==> src/cfg_cmd_params.svh <==
// constants for the configuration command block: command codes, values, layouts
// assumes inclusion by both ends, the write gate, the assertions and the bench
`ifndef CFG_CMD_PARAMS_SVH
`define CFG_CMD_PARAMS_SVH
// command codes
`define CMD_OPERATION 8'h01
`define CMD_ON_OFF_CONFIG 8'h02
`define CMD_PHASE_SELECT 8'h04
`define CMD_WRITE_GUARD 8'h10
`define CMD_SAVE_CONFIG 8'h15
`define CMD_RELOAD_CONFIG 8'h16
`define CMD_FEATURE_REPORT 8'h19
`define CMD_ALERT_MASK 8'h1b
`define CMD_VOUT_COMMAND 8'h21
// status command codes that own a mask
`define STATUS_VOUT 8'h7a
`define STATUS_IOUT 8'h7b
`define STATUS_INPUT 8'h7c
`define STATUS_TEMP 8'h7d
// phase selection values
`define PHASE_ALL 8'hff
`define PHASE_LAST 8'h03
`define PHASE_RESET 8'hff
// write guard levels
`define GUARD_OPEN 8'h00
`define GUARD_LEVEL_20 8'h20
`define GUARD_LEVEL_40 8'h40
`define GUARD_LEVEL_80 8'h80
`define GUARD_RESET 8'h00
// feature report fields
`define FEAT_PEC 1'h1
`define FEAT_SPEED 2'h2
`define FEAT_ALERT 1'h1
`define FEAT_FORMAT 1'h0
`define FEAT_AVSBUS 1'h0
`define FEAT_RSVD 2'h0
// writable bits of each mask
`define MASK_BITS_VOUT 8'hfc
`define MASK_BITS_IOUT 8'hb0
`define MASK_BITS_INPUT 8'he8
`define MASK_BITS_TEMP 8'hc0
// phase count and nvm copy length in cycles
`define PHASE_COUNT_RESET 3'h4
`define NVM_COPY_CYCLES 16'h0040
`endif

==> src/cfg_cmd_pkg.sv <==
// types shared by both ends of the configuration command link
// assumes cfg_cmd_params.svh is on the include path
package cfg_cmd_pkg;
    // transaction kinds that the host may issue
    typedef enum logic [2:0] {
        op_send_type,
        op_write_byte_type,
        op_write_word_type,
        op_read_byte_type,
        op_proc_call_type
    } op_kind_type;
endpackage

==> src/cfg_cmd_if.sv <==
// request and answer wires between the host end and the device end
// assumes one clock shared by both ends
`timescale 1ns/1ps
interface cfg_cmd_if (
    input wire logic sys_clk
);
    logic req_valid;
    cfg_cmd_pkg::op_kind_type req_kind;
    logic [7:0] req_code;
    logic [7:0] req_lo;
    logic [7:0] req_hi;
    logic req_ready;
    logic rsp_valid;
    logic [7:0] rsp_data;
    logic rsp_error;
    logic busy;
    modport host (
        output req_valid, req_kind, req_code, req_lo, req_hi,
        input req_ready, rsp_valid, rsp_data, rsp_error, busy
    );
    modport device (
        input req_valid, req_kind, req_code, req_lo, req_hi,
        output req_ready, rsp_valid, rsp_data, rsp_error, busy
    );
endinterface

==> src/cfg_write_gate.sv <==
// decides whether a write is allowed by the guard level and whether data is valid
// assumes purely combinational use inside the device end
`timescale 1ns/1ps
`include "cfg_cmd_params.svh"
module cfg_write_gate (
    input wire logic [7:0] guard,
    input wire logic [7:0] code,
    input wire logic [7:0] data,
    input wire logic [2:0] phase_count,
    output logic allowed,
    output logic data_ok
);
    // -------------------------------------------------------------
    // guard level decode
    // -------------------------------------------------------------
    wire logic always_ok = (code == `CMD_WRITE_GUARD) || (code == `CMD_SAVE_CONFIG);
    wire logic lvl20_ok = always_ok || (code == `CMD_OPERATION)
        || (code == `CMD_ON_OFF_CONFIG) || (code == `CMD_VOUT_COMMAND);
    wire logic lvl40_ok = always_ok || (code == `CMD_OPERATION);
    assign allowed = (guard == `GUARD_OPEN) ? 1'b1 :
                     (guard == `GUARD_LEVEL_20) ? lvl20_ok :
                     (guard == `GUARD_LEVEL_40) ? lvl40_ok :
                     always_ok;
    // -------------------------------------------------------------
    // data checks for phase and guard writes
    // -------------------------------------------------------------
    wire logic phase_ok = (data == `PHASE_ALL)
        || ((data <= `PHASE_LAST) && ({5'h00, phase_count} > data));
    wire logic guard_ok = (data == `GUARD_OPEN) || (data == `GUARD_LEVEL_20)
        || (data == `GUARD_LEVEL_40) || (data == `GUARD_LEVEL_80);
    assign data_ok = (code == `CMD_PHASE_SELECT) ? phase_ok :
                     (code == `CMD_WRITE_GUARD) ? guard_ok : 1'b1;
endmodule

==> src/cfg_device_end.sv <==
// device end: command decode, phase selection, write guard, nvm copy and masks
// assumes the host end keeps to the transaction forms and waits out busy
`timescale 1ns/1ps
`include "cfg_cmd_params.svh"
module cfg_device_end (
    input wire logic sys_clk,
    input wire logic reset,
    cfg_cmd_if.device link,
    input wire logic [2:0] phase_count,
    input wire logic [7:0] strap_override_select,
    input wire logic [7:0] strap_phase,
    input wire logic [3:0] status_vout,
    input wire logic [3:0] status_iout,
    output logic [7:0] active_phase,
    output logic regulation_off,
    output logic bad_data_flag,
    output logic alert_n
);
    typedef enum logic [1:0] {idle_st, save_st, reload_st} dev_state_type;
    dev_state_type state;
    logic [7:0] phase_select;
    logic [7:0] write_guard_level;
    logic [7:0] mask_mem [0:3];
    logic [7:0] saved_guard;
    logic [7:0] saved_mask [0:3];
    logic [15:0] copy_count;
    logic [2:0] phase_count_sync1;
    logic [2:0] phase_count_sync;
    logic [3:0] vout_sync1;
    logic [3:0] vout_sync;
    logic [3:0] iout_sync1;
    logic [3:0] iout_sync;
    logic [7:0] strap_sel_sync1;
    logic [7:0] strap_sel_sync;
    logic [7:0] strap_phase_sync1;
    logic [7:0] strap_phase_sync;
    logic allowed;
    logic data_ok;
    // -------------------------------------------------------------
    // request decode
    // -------------------------------------------------------------
    wire logic take = link.req_valid && link.req_ready;
    wire logic is_write = (link.req_kind == cfg_cmd_pkg::op_write_byte_type)
        || (link.req_kind == cfg_cmd_pkg::op_write_word_type)
        || (link.req_kind == cfg_cmd_pkg::op_send_type);
    wire logic is_mask = link.req_code == `CMD_ALERT_MASK;
    // entry index counted from the vout status code, so 7a..7d map to 0..3
    wire logic [1:0] mask_idx = link.req_lo[1:0] - 2'h2;
    wire logic mask_known = (link.req_lo >= `STATUS_VOUT) && (link.req_lo <= `STATUS_TEMP);
    wire logic [7:0] mask_bits = (mask_idx == 2'h0) ? `MASK_BITS_VOUT :
                                 (mask_idx == 2'h1) ? `MASK_BITS_IOUT :
                                 (mask_idx == 2'h2) ? `MASK_BITS_INPUT : `MASK_BITS_TEMP;
    wire logic mask_ok = mask_known && (phase_select == `PHASE_ALL);
    wire logic feat_write = is_write && (link.req_code == `CMD_FEATURE_REPORT);
    wire logic bad_write = take && is_write && (feat_write || !data_ok
        || (is_mask && !mask_ok));
    wire logic good_write = take && is_write && allowed && !bad_write;
    wire logic [7:0] feature_report = {`FEAT_PEC, `FEAT_SPEED, `FEAT_ALERT,
        `FEAT_FORMAT, `FEAT_AVSBUS, `FEAT_RSVD};
    wire logic [7:0] read_value = (link.req_code == `CMD_PHASE_SELECT) ? phase_select :
        (link.req_code == `CMD_WRITE_GUARD) ? write_guard_level :
        (link.req_code == `CMD_FEATURE_REPORT) ? feature_report :
        (is_mask && mask_ok) ? mask_mem[mask_idx] : 8'h00;
    wire logic read_bad = (link.req_kind == cfg_cmd_pkg::op_proc_call_type) ? !mask_ok
        : (is_mask || ((link.req_code != `CMD_PHASE_SELECT)
        && (link.req_code != `CMD_WRITE_GUARD) && (link.req_code != `CMD_FEATURE_REPORT)));
    wire logic alert_any = |(vout_sync & ~mask_mem[0][7:4])
        | |(iout_sync & ~{mask_mem[1][7], mask_mem[1][5:4], 1'b1});
    cfg_write_gate gate (
        .guard(write_guard_level),
        .code(link.req_code),
        .data(link.req_lo),
        .phase_count(phase_count_sync),
        .allowed(allowed),
        .data_ok(data_ok)
    );
    // -------------------------------------------------------------
    // synchronisers for pins
    // -------------------------------------------------------------
    always_ff @(posedge sys_clk or posedge reset) begin
        if (reset) begin
            phase_count_sync1 <= `PHASE_COUNT_RESET;
            phase_count_sync <= `PHASE_COUNT_RESET;
            vout_sync1 <= 4'h0;
            vout_sync <= 4'h0;
            iout_sync1 <= 4'h0;
            iout_sync <= 4'h0;
            strap_sel_sync1 <= 8'h00;
            strap_sel_sync <= 8'h00;
            strap_phase_sync1 <= 8'h00;
            strap_phase_sync <= 8'h00;
        end else begin
            phase_count_sync1 <= phase_count;
            phase_count_sync <= phase_count_sync1;
            vout_sync1 <= status_vout;
            vout_sync <= vout_sync1;
            iout_sync1 <= status_iout;
            iout_sync <= iout_sync1;
            strap_sel_sync1 <= strap_override_select;
            strap_sel_sync <= strap_sel_sync1;
            strap_phase_sync1 <= strap_phase;
            strap_phase_sync <= strap_phase_sync1;
        end
    end
    // -------------------------------------------------------------
    // sequencer for nvm copies
    // -------------------------------------------------------------
    always_ff @(posedge sys_clk or posedge reset) begin
        if (reset) begin
            state <= idle_st;
            copy_count <= 16'h0000;
            regulation_off <= 1'b0;
        end else begin
            case (state)
                idle_st: begin
                    copy_count <= `NVM_COPY_CYCLES;
                    if (good_write && link.req_code == `CMD_SAVE_CONFIG) begin
                        state <= save_st;
                    end else if (good_write && link.req_code == `CMD_RELOAD_CONFIG) begin
                        state <= reload_st;
                        regulation_off <= 1'b1;
                    end
                end
                save_st, reload_st: begin
                    copy_count <= copy_count - 16'h0001;
                    if (copy_count == 16'h0001) begin
                        state <= idle_st;
                    end
                end
                default: state <= idle_st;
            endcase
        end
    end
    // -------------------------------------------------------------
    // registers and store
    // -------------------------------------------------------------
    wire logic copy_done = (state != idle_st) && (copy_count == 16'h0001);
    always_ff @(posedge sys_clk or posedge reset) begin
        if (reset) begin
            phase_select <= `PHASE_RESET;
            write_guard_level <= `GUARD_RESET;
            saved_guard <= `GUARD_RESET;
        end else if (copy_done && state == save_st) begin
            saved_guard <= write_guard_level;
        end else if (copy_done && state == reload_st) begin
            write_guard_level <= saved_guard;
            if (strap_sel_sync[0]) begin
                phase_select <= strap_phase_sync;
            end
        end else if (good_write && link.req_code == `CMD_PHASE_SELECT) begin
            phase_select <= link.req_lo;
        end else if (good_write && link.req_code == `CMD_WRITE_GUARD) begin
            write_guard_level <= link.req_lo;
        end
    end
    // per-status mask entries and their saved copies
    genvar gi;
    generate
        for (gi = 0; gi < 4; gi++) begin : g_mask
            always_ff @(posedge sys_clk or posedge reset) begin
                if (reset) begin
                    mask_mem[gi] <= 8'h00;
                    saved_mask[gi] <= 8'h00;
                end else if (copy_done && state == save_st) begin
                    saved_mask[gi] <= mask_mem[gi];
                end else if (copy_done && state == reload_st) begin
                    mask_mem[gi] <= saved_mask[gi];
                end else if (good_write && is_mask && mask_idx == gi
                        && link.req_kind == cfg_cmd_pkg::op_write_word_type) begin
                    mask_mem[gi] <= link.req_hi & mask_bits;
                end
            end
        end
    endgenerate
    // -------------------------------------------------------------
    // answers and outputs
    // -------------------------------------------------------------
    always_ff @(posedge sys_clk or posedge reset) begin
        if (reset) begin
            link.rsp_valid <= 1'b0;
            link.rsp_data <= 8'h00;
            link.rsp_error <= 1'b0;
            link.req_ready <= 1'b0;
            link.busy <= 1'b0;
            bad_data_flag <= 1'b0;
            active_phase <= `PHASE_RESET;
            alert_n <= 1'b1;
        end else begin
            link.req_ready <= (state == idle_st) && !take && !link.req_ready;
            link.busy <= state != idle_st;
            link.rsp_valid <= take;
            link.rsp_data <= (take && !is_write) ? read_value : 8'h00;
            link.rsp_error <= take && (is_write ? bad_write : read_bad);
            bad_data_flag <= bad_data_flag | bad_write;
            active_phase <= phase_select;
            alert_n <= !(alert_any || bad_data_flag || bad_write);
        end
    end
endmodule

==> src/flat_wrapper.sv <==
// flat-port wrapper written by rule: the top's interface ports become plain ports
module cfg_device_end_flat 
  (sys_clk, reset, phase_count, strap_override_select, strap_phase, status_vout, status_iout, active_phase, regulation_off, bad_data_flag, alert_n, link_req_valid, link_req_kind, link_req_code, link_req_lo, link_req_hi, link_req_ready, link_rsp_valid, link_rsp_data, link_rsp_error, link_busy);
  cfg_cmd_if link_i (.sys_clk(sys_clk));
  input wire logic sys_clk;
  input wire logic reset;
  input wire logic [2:0] phase_count;
  input wire logic [7:0] strap_override_select;
  input wire logic [7:0] strap_phase;
  input wire logic [3:0] status_vout;
  input wire logic [3:0] status_iout;
  output logic [7:0] active_phase;
  output logic regulation_off;
  output logic bad_data_flag;
  output logic alert_n;
  input wire logic [$bits(link_i.req_valid)-1:0] link_req_valid;
  input wire logic [$bits(link_i.req_kind)-1:0] link_req_kind;
  input wire logic [$bits(link_i.req_code)-1:0] link_req_code;
  input wire logic [$bits(link_i.req_lo)-1:0] link_req_lo;
  input wire logic [$bits(link_i.req_hi)-1:0] link_req_hi;
  output wire logic [$bits(link_i.req_ready)-1:0] link_req_ready;
  output wire logic [$bits(link_i.rsp_valid)-1:0] link_rsp_valid;
  output wire logic [$bits(link_i.rsp_data)-1:0] link_rsp_data;
  output wire logic [$bits(link_i.rsp_error)-1:0] link_rsp_error;
  output wire logic [$bits(link_i.busy)-1:0] link_busy;
  assign link_i.req_valid = link_req_valid;
  assign link_i.req_kind = link_req_kind;
  assign link_i.req_code = link_req_code;
  assign link_i.req_lo = link_req_lo;
  assign link_i.req_hi = link_req_hi;
  assign link_req_ready = link_i.req_ready;
  assign link_rsp_valid = link_i.rsp_valid;
  assign link_rsp_data = link_i.rsp_data;
  assign link_rsp_error = link_i.rsp_error;
  assign link_busy = link_i.busy;
  cfg_device_end u_core (.sys_clk(sys_clk), .reset(reset), .link(link_i), .phase_count(phase_count), .strap_override_select(strap_override_select), .strap_phase(strap_phase), .status_vout(status_vout), .status_iout(status_iout), .active_phase(active_phase), .regulation_off(regulation_off), .bad_data_flag(bad_data_flag), .alert_n(alert_n));
endmodule
==> config.mk <==
export PLATFORM = sky130hd
export DESIGN_NAME = cfg_device_end_flat
export DESIGN_NICKNAME = d
export VERILOG_FILES = /design/src/cfg_cmd_pkg.sv /design/src/cfg_cmd_if.sv /design/src/cfg_write_gate.sv /design/src/cfg_device_end.sv /design/src/flat_wrapper.sv
export VERILOG_INCLUDE_DIRS = /design/src
export SDC_FILE = /design/constraint.sdc
export NUM_CORES = 1
export LEC_CHECK = 0
export BUFFER_PORTS_ARGS = -buffer_cell sky130_fd_sc_hd__buf_2
export CORE_UTILIZATION = 35
export DETAILED_ROUTE_END_ITERATION = 8
export HOLD_SLACK_MARGIN = 0.02
export MAX_ROUTING_LAYER = met4
export PLACE_DENSITY = 0.52
export SLEW_MARGIN = 20
export SYNTH_ARGS = -nofsm -noshare
export SYNTH_HDL_FRONTEND = slang
export SYNTH_HIERARCHICAL = 1
export SYNTH_SLANG_ARGS = --single-unit
==> constraint.sdc <==
create_clock -name sys_clk -period 7.4 [get_ports sys_clk]
set_input_delay 1.11 -clock sys_clk [delete_from_list [all_inputs] [get_ports sys_clk]]
set_output_delay 1.11 -clock sys_clk [all_outputs]
set_load 0.05 [all_outputs]
Word-level counts from Yosys, hierarchy flattened
Index checks and enable logic that the tools add are counted.
{ "totals": {"regBits": 169, "latchBits": 0, "ramBits": 0, "mem_bits_ro": 0, "elab_cells": 197, "n_memories": 0} }
{ "classes": {"add_sub_neg": 2, "n_mul": 0, "div_mod_pow": 0, "magnitude_cmp": 5, "eq_ne": 32, "shifts": 0, "muxes": 37, "bitwise_logic": 10, "reduce_logical": 79} }
{ "op_table": {"columns": ["operator", "count"], "rows": [
  ["8-bit 2-to-1 mux", 23],
  ["8-bit by 5-bit == test with 1-bit output (second input constant)", 5],
  ["1-bit logical AND", 33],
  ["16-bit one-hot mux with 2 select lines", 1],
  ["8-bit by 6-bit == test with 1-bit output (second input constant)", 3],
  ["8-bit == test (second input constant)", 3],
  ["8-bit binary-select mux with 2-bit select", 1],
  ["16-bit by 1-bit == test with 1-bit output (second input constant)", 1],
  ["8-bit by 7-bit == test with 1-bit output (second input constant)", 2],
  ["8-bit zero test", 2],
  ["8-bit by 5-bit inequality test with 1-bit output (second input constant)", 2],
  ["2-bit nonzero test", 8],
  ["16-bit by 1-bit subtractor with 16-bit output (second input constant)", 1],
  ["1-bit logical OR", 15],
  ["2-bit AND reduction", 5],
  ["3-bit AND reduction", 3],
  ["4-bit bitwise AND", 2],
  ["8-bit bitwise AND", 1],
  ["8-bit by 1-bit == test with 1-bit output (second input constant)", 1],
  ["8-bit by 2-bit == test with 1-bit output (second input constant)", 1],
  ["8-bit by 3-bit == test with 1-bit output (second input constant)", 1],
  ["8-bit by 7-bit >= comparator with 1-bit output (second input constant)", 1],
  ["3-bit by 8-bit greater-than comparator with 1-bit output", 1],
  ["8-bit by 2-bit <= comparator with 1-bit output (second input constant)", 1],
  ["25 further kinds", 48]
]} }

Depth between registers and ports, before layout
{ "logic_depth": {"depth_word": 17, "ltp_mapped": 13, "mapped_depth_nobuf": 12} }

Hierarchy
The synthesis kept the hierarchy.
{ "modules_own_cells": {"columns": ["mod", "n_inst", "cells_each", "area_each_um2", "seq_area_each_um2"], "rows": [
  ["cfg_device_end", 1, 664, 7086.8, 4202.8],
  ["cfg_write_gate", 1, 41, 262.8, 0.0]
]} }

Worst setup path before layout
No wires, ideal clock.
{ "synth_timing": {"path_kind": "input-to-reg", "from": "input port link_req_lo[1]", "to": "register u_core/mask_mem[10] (netlist name)", "arrival_time_ps": 3359, "required_ps": 7279, "setup_slack_ps": 3920, "path_stages": 12, "path_cell_list": "inv_1 ha_1 nor2b_1 o21ai_0 a21oi_1 o221a_2 nand2_1 or4b_2 clkbuf_1 nor4_1 o21ai_1 a22o_1"} }
{ "synth_between": {"elab_chain_cells": 17, "elab_cells_between_ends": 40} }
{ "synth_lines": {"columns": ["item", "line_no", "rtl"], "rows": [
  ["start, declared", "flat_wrapper.sv:19", "input wire logic [$bits(link_i.req_lo)-1:0] link_req_lo;"],
  ["parallel branches: the longest is 5 deep, another holds 8-bit by 2-bit <= comparator with 1-bit output", null, null],
  ["1-bit 2-to-1 mux *", "cfg_write_gate.sv:31", "assign data_ok = (code == `CMD_PHASE_SELECT) ? phase_ok :"],
  ["named net u_core.data_ok", "cfg_device_end.sv:38", "logic data_ok;"],
  ["1-bit zero test *", "cfg_device_end.sv:55", "wire logic bad_write = take && is_write && (feat_write || !data_ok"],
  ["1-bit logical OR *", "cfg_device_end.sv:55", null],
  ["1-bit logical OR *", "cfg_device_end.sv:56", "|| (is_mask && !mask_ok));"],
  ["1-bit logical AND *", "cfg_device_end.sv:55", null],
  ["1-bit zero test *", "cfg_device_end.sv:57", "wire logic good_write = take && is_write && allowed && !bad_write;"],
  ["1-bit logical AND *", "cfg_device_end.sv:57", null],
  ["1-bit logical AND * (2 in a row)", "cfg_device_end.sv:168", "end else if (good_write && is_mask && mask_idx == gi"],
  ["1-bit logical AND *", "cfg_device_end.sv:169", "&& link.req_kind == cfg_cmd_pkg::op_write_word_type) begin"],
  ["2-bit nonzero test (no line) *", null, null],
  ["2-bit AND reduction (no line) *", null, null],
  ["end signal, assigned by index", "cfg_device_end.sv:167", "mask_mem[gi] <= saved_mask[gi];"],
  ["end signal, assigned by index", "cfg_device_end.sv:170", "mask_mem[gi] <= link.req_hi & mask_bits;"],
  ["end, declared", "cfg_device_end.sv:23", "logic [7:0] mask_mem [0:3];"]
]} }
Mark *: on every way through the listed nets, which the timed path passes. The select of a mux whose other input is x is not followed.
A chain may end at the register's enable or synchronous reset.

Final worst setup path
{ "layout_timing": {"from": "input port link_req_lo[1]", "to": "register u_core/mask_mem[27] (netlist name)"} }
Same word-level chain as after synthesis.

==> metrics list <==
* Status: finished, final reports clean
- Cell variety after synth: 63
- Overall die area: 0.0216 mm²
- TritonCTS built the clock tree.
* Site Rows: 52
* Total global-route track usage: about a fifth
- Setup slack of the most critical reg-to-reg path: 3.84 ns
* Starting utilization of the core area: a little over a third
- The worst setup path is of the primary input to register kind.
- The worst setup path is launched from a primary input.
- Count of fill cells added during filler insertion: roughly 2000
- After synthesis the netlist holds a flip-flop and latch count of 167.
* Transition at the pin with the smallest max-transition slack: approximately 1.0 ns
- The worst-case IR drop observed on VDD is 0.149 mV.
- Later-pin clock latency in the skew report: 0.42 ns
* Vias: 5527
* Seq/Total Area, Yosys: 57.2%
- Derived from the worst setup path, the maximum achievable clock frequency is 231 MHz.
- After detailed routing, the average wire length per cell comes to between 15 and 20 µm.
- For this design the top-level I/O count stands at 80.
* Signed area change from the synthesized netlist to the final layout: 16.4%
- At the end of routability-driven placement, the weighted congestion stood at around 0.9.
- Setup repair after global routing missed its margin: false
- Power spread over the standard cell area amounts to ~220 mW/mm².
* Total detailed-routing wirelength: roughly 19000 µm
* Diode count: 0
* Vias in the first global route: 5631
- Final core occ: 41.9%
- The most used flip-flop cell after synthesis is dfrtp_1.
* Launch point of the worst reg-to-reg path: u_core/write_guard_level[3]
* Number of port buffers: slightly below 70
- Inserted Clock Buffers: 17
- Setup-failing EPs final: 0
* First drt pass iteration count: 8
- Of all nets on the critical path, the largest fanout is 22.
- In this run, synthesis inferred 0 flip-flops with an integrated enable.
- The first global-routing pass estimated just over 30000 µm of wire.
- Number of hold violations in the final report: 0
* Final routed DRC violation total: 0
* Static leakage: 4.07 nW
- Largest buffer count on any clock path: 2
- Total setup buffers inserted after CTS: 0
* Total number of nets in the final design: 837
- Yosys printed 6 warnings.
- At the worst endpoint, the arrival time is between 4 and 5 ns.
* Final critical-path required period: 4.33 ns
- Critical Path, Cell by Cell: buf_2 > inv_1 > ha_1 > nor2b_1 > o21ai_0 > a21oi_1 > o221a_2 > nand2_1 > nor4b_2 > nand4_1 > nor3_1 > or3_1 > o221a_2
- After synthesis, the mean cell area works out to 10.4 µm².
- Mapped cell area: 0.00735 mm²
- Entering global routing, the biggest net connects 116 pins.
* Number of antenna violations at the first check in global routing: 0
* Sink Count: 167
- Along the worst hold path, the cell count comes to 0.
- Measured along the x axis, the die boundary spans 147 µm.
- On the worst path, the slowest cell contributes a delay of 0.76 ns.
- In this design, the critical path's most frequently occurring cell is o221a_2.
* Final setup skew: 0.00548 ns
* Detailed-placement wirelength estimate: between 10000 and 15000 µm
* Hold Crit Start: u_core/phase_count_sync1[0]
* Destination of the worst register-to-register timing path: u_core/mask_mem[27]
- In this run the tightest slew margin relative to its limit is 32.1%.
- GR Overflow Total: 0
- The root buffer cell chosen for the clock tree is clkbuf_16.
* End point of the most critical hold path: u_core/phase_count_sync[0]
- Count of H-tree levels built during CTS: 4
- Std-Cell Core Area: a little over 0.02 mm²
- The number of pins exceeding their max-slew limit in the final report is 0.
- Max stage delay cell, worst path: nor3_1
* Hold-fix buffers, CTS: 0
- For this block, the initial DRC count from the detailed router was 440.
- Number of nets in the synthesized netlist: ~770
- In the finished design, the share of the clock period the worst path needs comes to around three fifths.
- Clock Pin Slew Worst Setup and Hold Paths: 0.07 ns
- Post-CTS repair changed the size of 0 cells.
* Detail-routed via count per cell: 5.24
- Class of the most critical hold timing path: register to register
- In the final layout, the share of cells above drive strength 1 is 20.8%.
- The tool flagged a number of max-cap violations equal to 0.
* Number of instances in the synthesized netlist: slightly above 700
- Total power for the finished layout comes to 1.87 mW.
- FF-to-FF path depth: 10
- In the synthesized netlist the async set-or-reset flop fraction comes to 100%.
- Post-DRT Antenna Nets: 0
- Critical path required time: ~7.8 ns
* Summed negative setup slack over all endpoints: 0 ns
- The die is 147 µm tall.
- Nature of the critical path endpoint: register
[critical path, delay by kind of cell]
kind / cells / cell delay (ns)
AOI/OAI and AO/OA: 4 / 0.60
adders and majority gates: 1 / 0.31
buffers and inverters: 2 / 0.55
and+or+nand+nor: 6 / 2.08
[where the power goes]
group          switching, mW  internal (mW)
registers            0.00302          0.924
logic                 0.0477         0.0215
clock network          0.399          0.480
total                  0.450           1.42
[cells in the mapped netlist, types with 3 or more instances]
library cell / instances / area [µm²]
a21oi_1: 19 / 95.1
o221a_2: 7 / 78.8
dfrtp_1: 148 / 3700
mux2i_1: 10 / 100
inv_1: 20 / 75.1
a222oi_1: 7 / 70.1
a21o_1: 5 / 37.5
nor3_1: 26 / 130
nand2b_1: 12 / 75.1
xnor2_1: 7 / 61.3
nor4_1: 8 / 50.1
o21ai_0: 20 / 100
nor4_2: 4 / 50.1
nand2_1: 182 / 683
clkbuf_1: 19 / 71.3
or2_2: 6 / 37.5
xor2_1: 7 / 61.3
nand4_1: 10 / 62.6
dfstp_2: 19 / 499
o211ai_1: 3 / 22.5
nor2_1: 46 / 173
o21ai_1: 6 / 30.0
a22o_1: 12 / 105
nor4b_1: 3 / 26.3
a211oi_1: 6 / 45.0
or3_1: 11 / 68.8
nand3_1: 16 / 80.1
ha_1: 9 / 113
nor2b_1: 3 / 18.8
mux4_2: 8 / 180
[cells in the final DEF (no fill, tap or decap), types with 8 or more instances in the layout]
cell type / netlist / final
mux2i_1: 10 / 10
a21oi_1: 19 / 19
o21ai_0: 20 / 20
nand3_1: 16 / 16
nor3_1: 26 / 26
or3_1: 11 / 11
nand2_1: 182 / 182
dfrtp_1: 148 / 148
mux4_2: 8 / 8
nor2_1: 46 / 45
dfstp_2: 19 / 19
clkbuf_16: 0 / 17
nor4_1: 8 / 8
nand2b_1: 12 / 12
a22o_1: 12 / 12
buf_2: 1 / 69
inv_1: 20 / 19
nand4_1: 10 / 10
ha_1: 9 / 9
[cell type report]
| class | instances | area [µm²] | share of cell area, % |
|---|---|---|---|
| flip-flops and latches | 167 | 4200 | 49.1 |
| clock buffers | 17 | 425 | 4.97 |
| clock inverters | 15 | 168 | 1.96 |
| inverters | 20 | 82.6 | 0.965 |
| well taps | 270 | 338 | 3.95 |
| multi-input cells | 493 | 2970 | 34.7 |
| repair buffers | 72 | 368 | 4.30 |
[worst max-delay path by stage]
stage | cells past startpoint | endpoint | slack [ns] | startpoint
finish | 13 | u_core/mask_mem[27] | 3.07 | link_req_lo[1]
global route | 13 | u_core/mask_mem[30] | 2.52 | link_req_lo[1]
CTS | 13 | u_core/mask_mem[27] | 3.03 | link_req_lo[1]
detailed placement | 13 | u_core/mask_mem[31] | 2.61 | link_req_lo[1]
global placement | 13 | u_core/mask_mem[27] | 2.64 | link_req_lo[1]
floorplan | 1 | u_core/bad_data_flag | 1.80 | reset
[through the flow]
stage	instances	cell area (µm²)	worst slack, ns	hold slack, ns
detailed placement	1022	7950	2.61	0.335
CTS	1054	8550	3.03	0.351
global route	1054	8560	2.52	0.359
floorplan	705	7350	1.80	0.331
finish	1054	8560	3.07	0.349
global placement	1022	7950	2.64	0.336
[flip-flops by register name, summed over array words and instances (netlist names), 2 cells and up]
register	count
u_core/link.rsp_data	8
u_core/saved_mask	32
u_core/iout_sync	3
u_core/strap_phase_sync1	8
u_core/state	2
u_core/phase_count_sync1	3
u_core/write_guard_level	8
u_core/vout_sync	4
u_core/saved_guard	8
u_core/phase_select	8
u_core/strap_phase_sync	8
u_core/copy_count	16
u_core/mask_mem	32
u_core/vout_sync1	4
u_core/active_phase	8
u_core/iout_sync1	3
u_core/phase_count_sync	3
[cell families (layout without fill, tap and decap cells)]
logic type,count (synthesis),in the layout,synth area share (%)
compound gates,101,101,9.74
flops,167,167,57.2
simple gates,350,350,23.4
fa+ha+maj,10,10,1.67
xor+xnor,14,14,1.67
mux,18,18,3.81
buf+inv,45,124,2.57
[per-layer routing]
metal	part of all wire (%)	vias to the layer above	GRT usage, %
li1	-	2589	-
met5	0	-	-
met4	1.5	0	6.19
met3	6.1	25	4.04
met2	45	183	28.5
met1	47	2730	25.3
No activity file was read; power rests on OpenSTA's default activity.
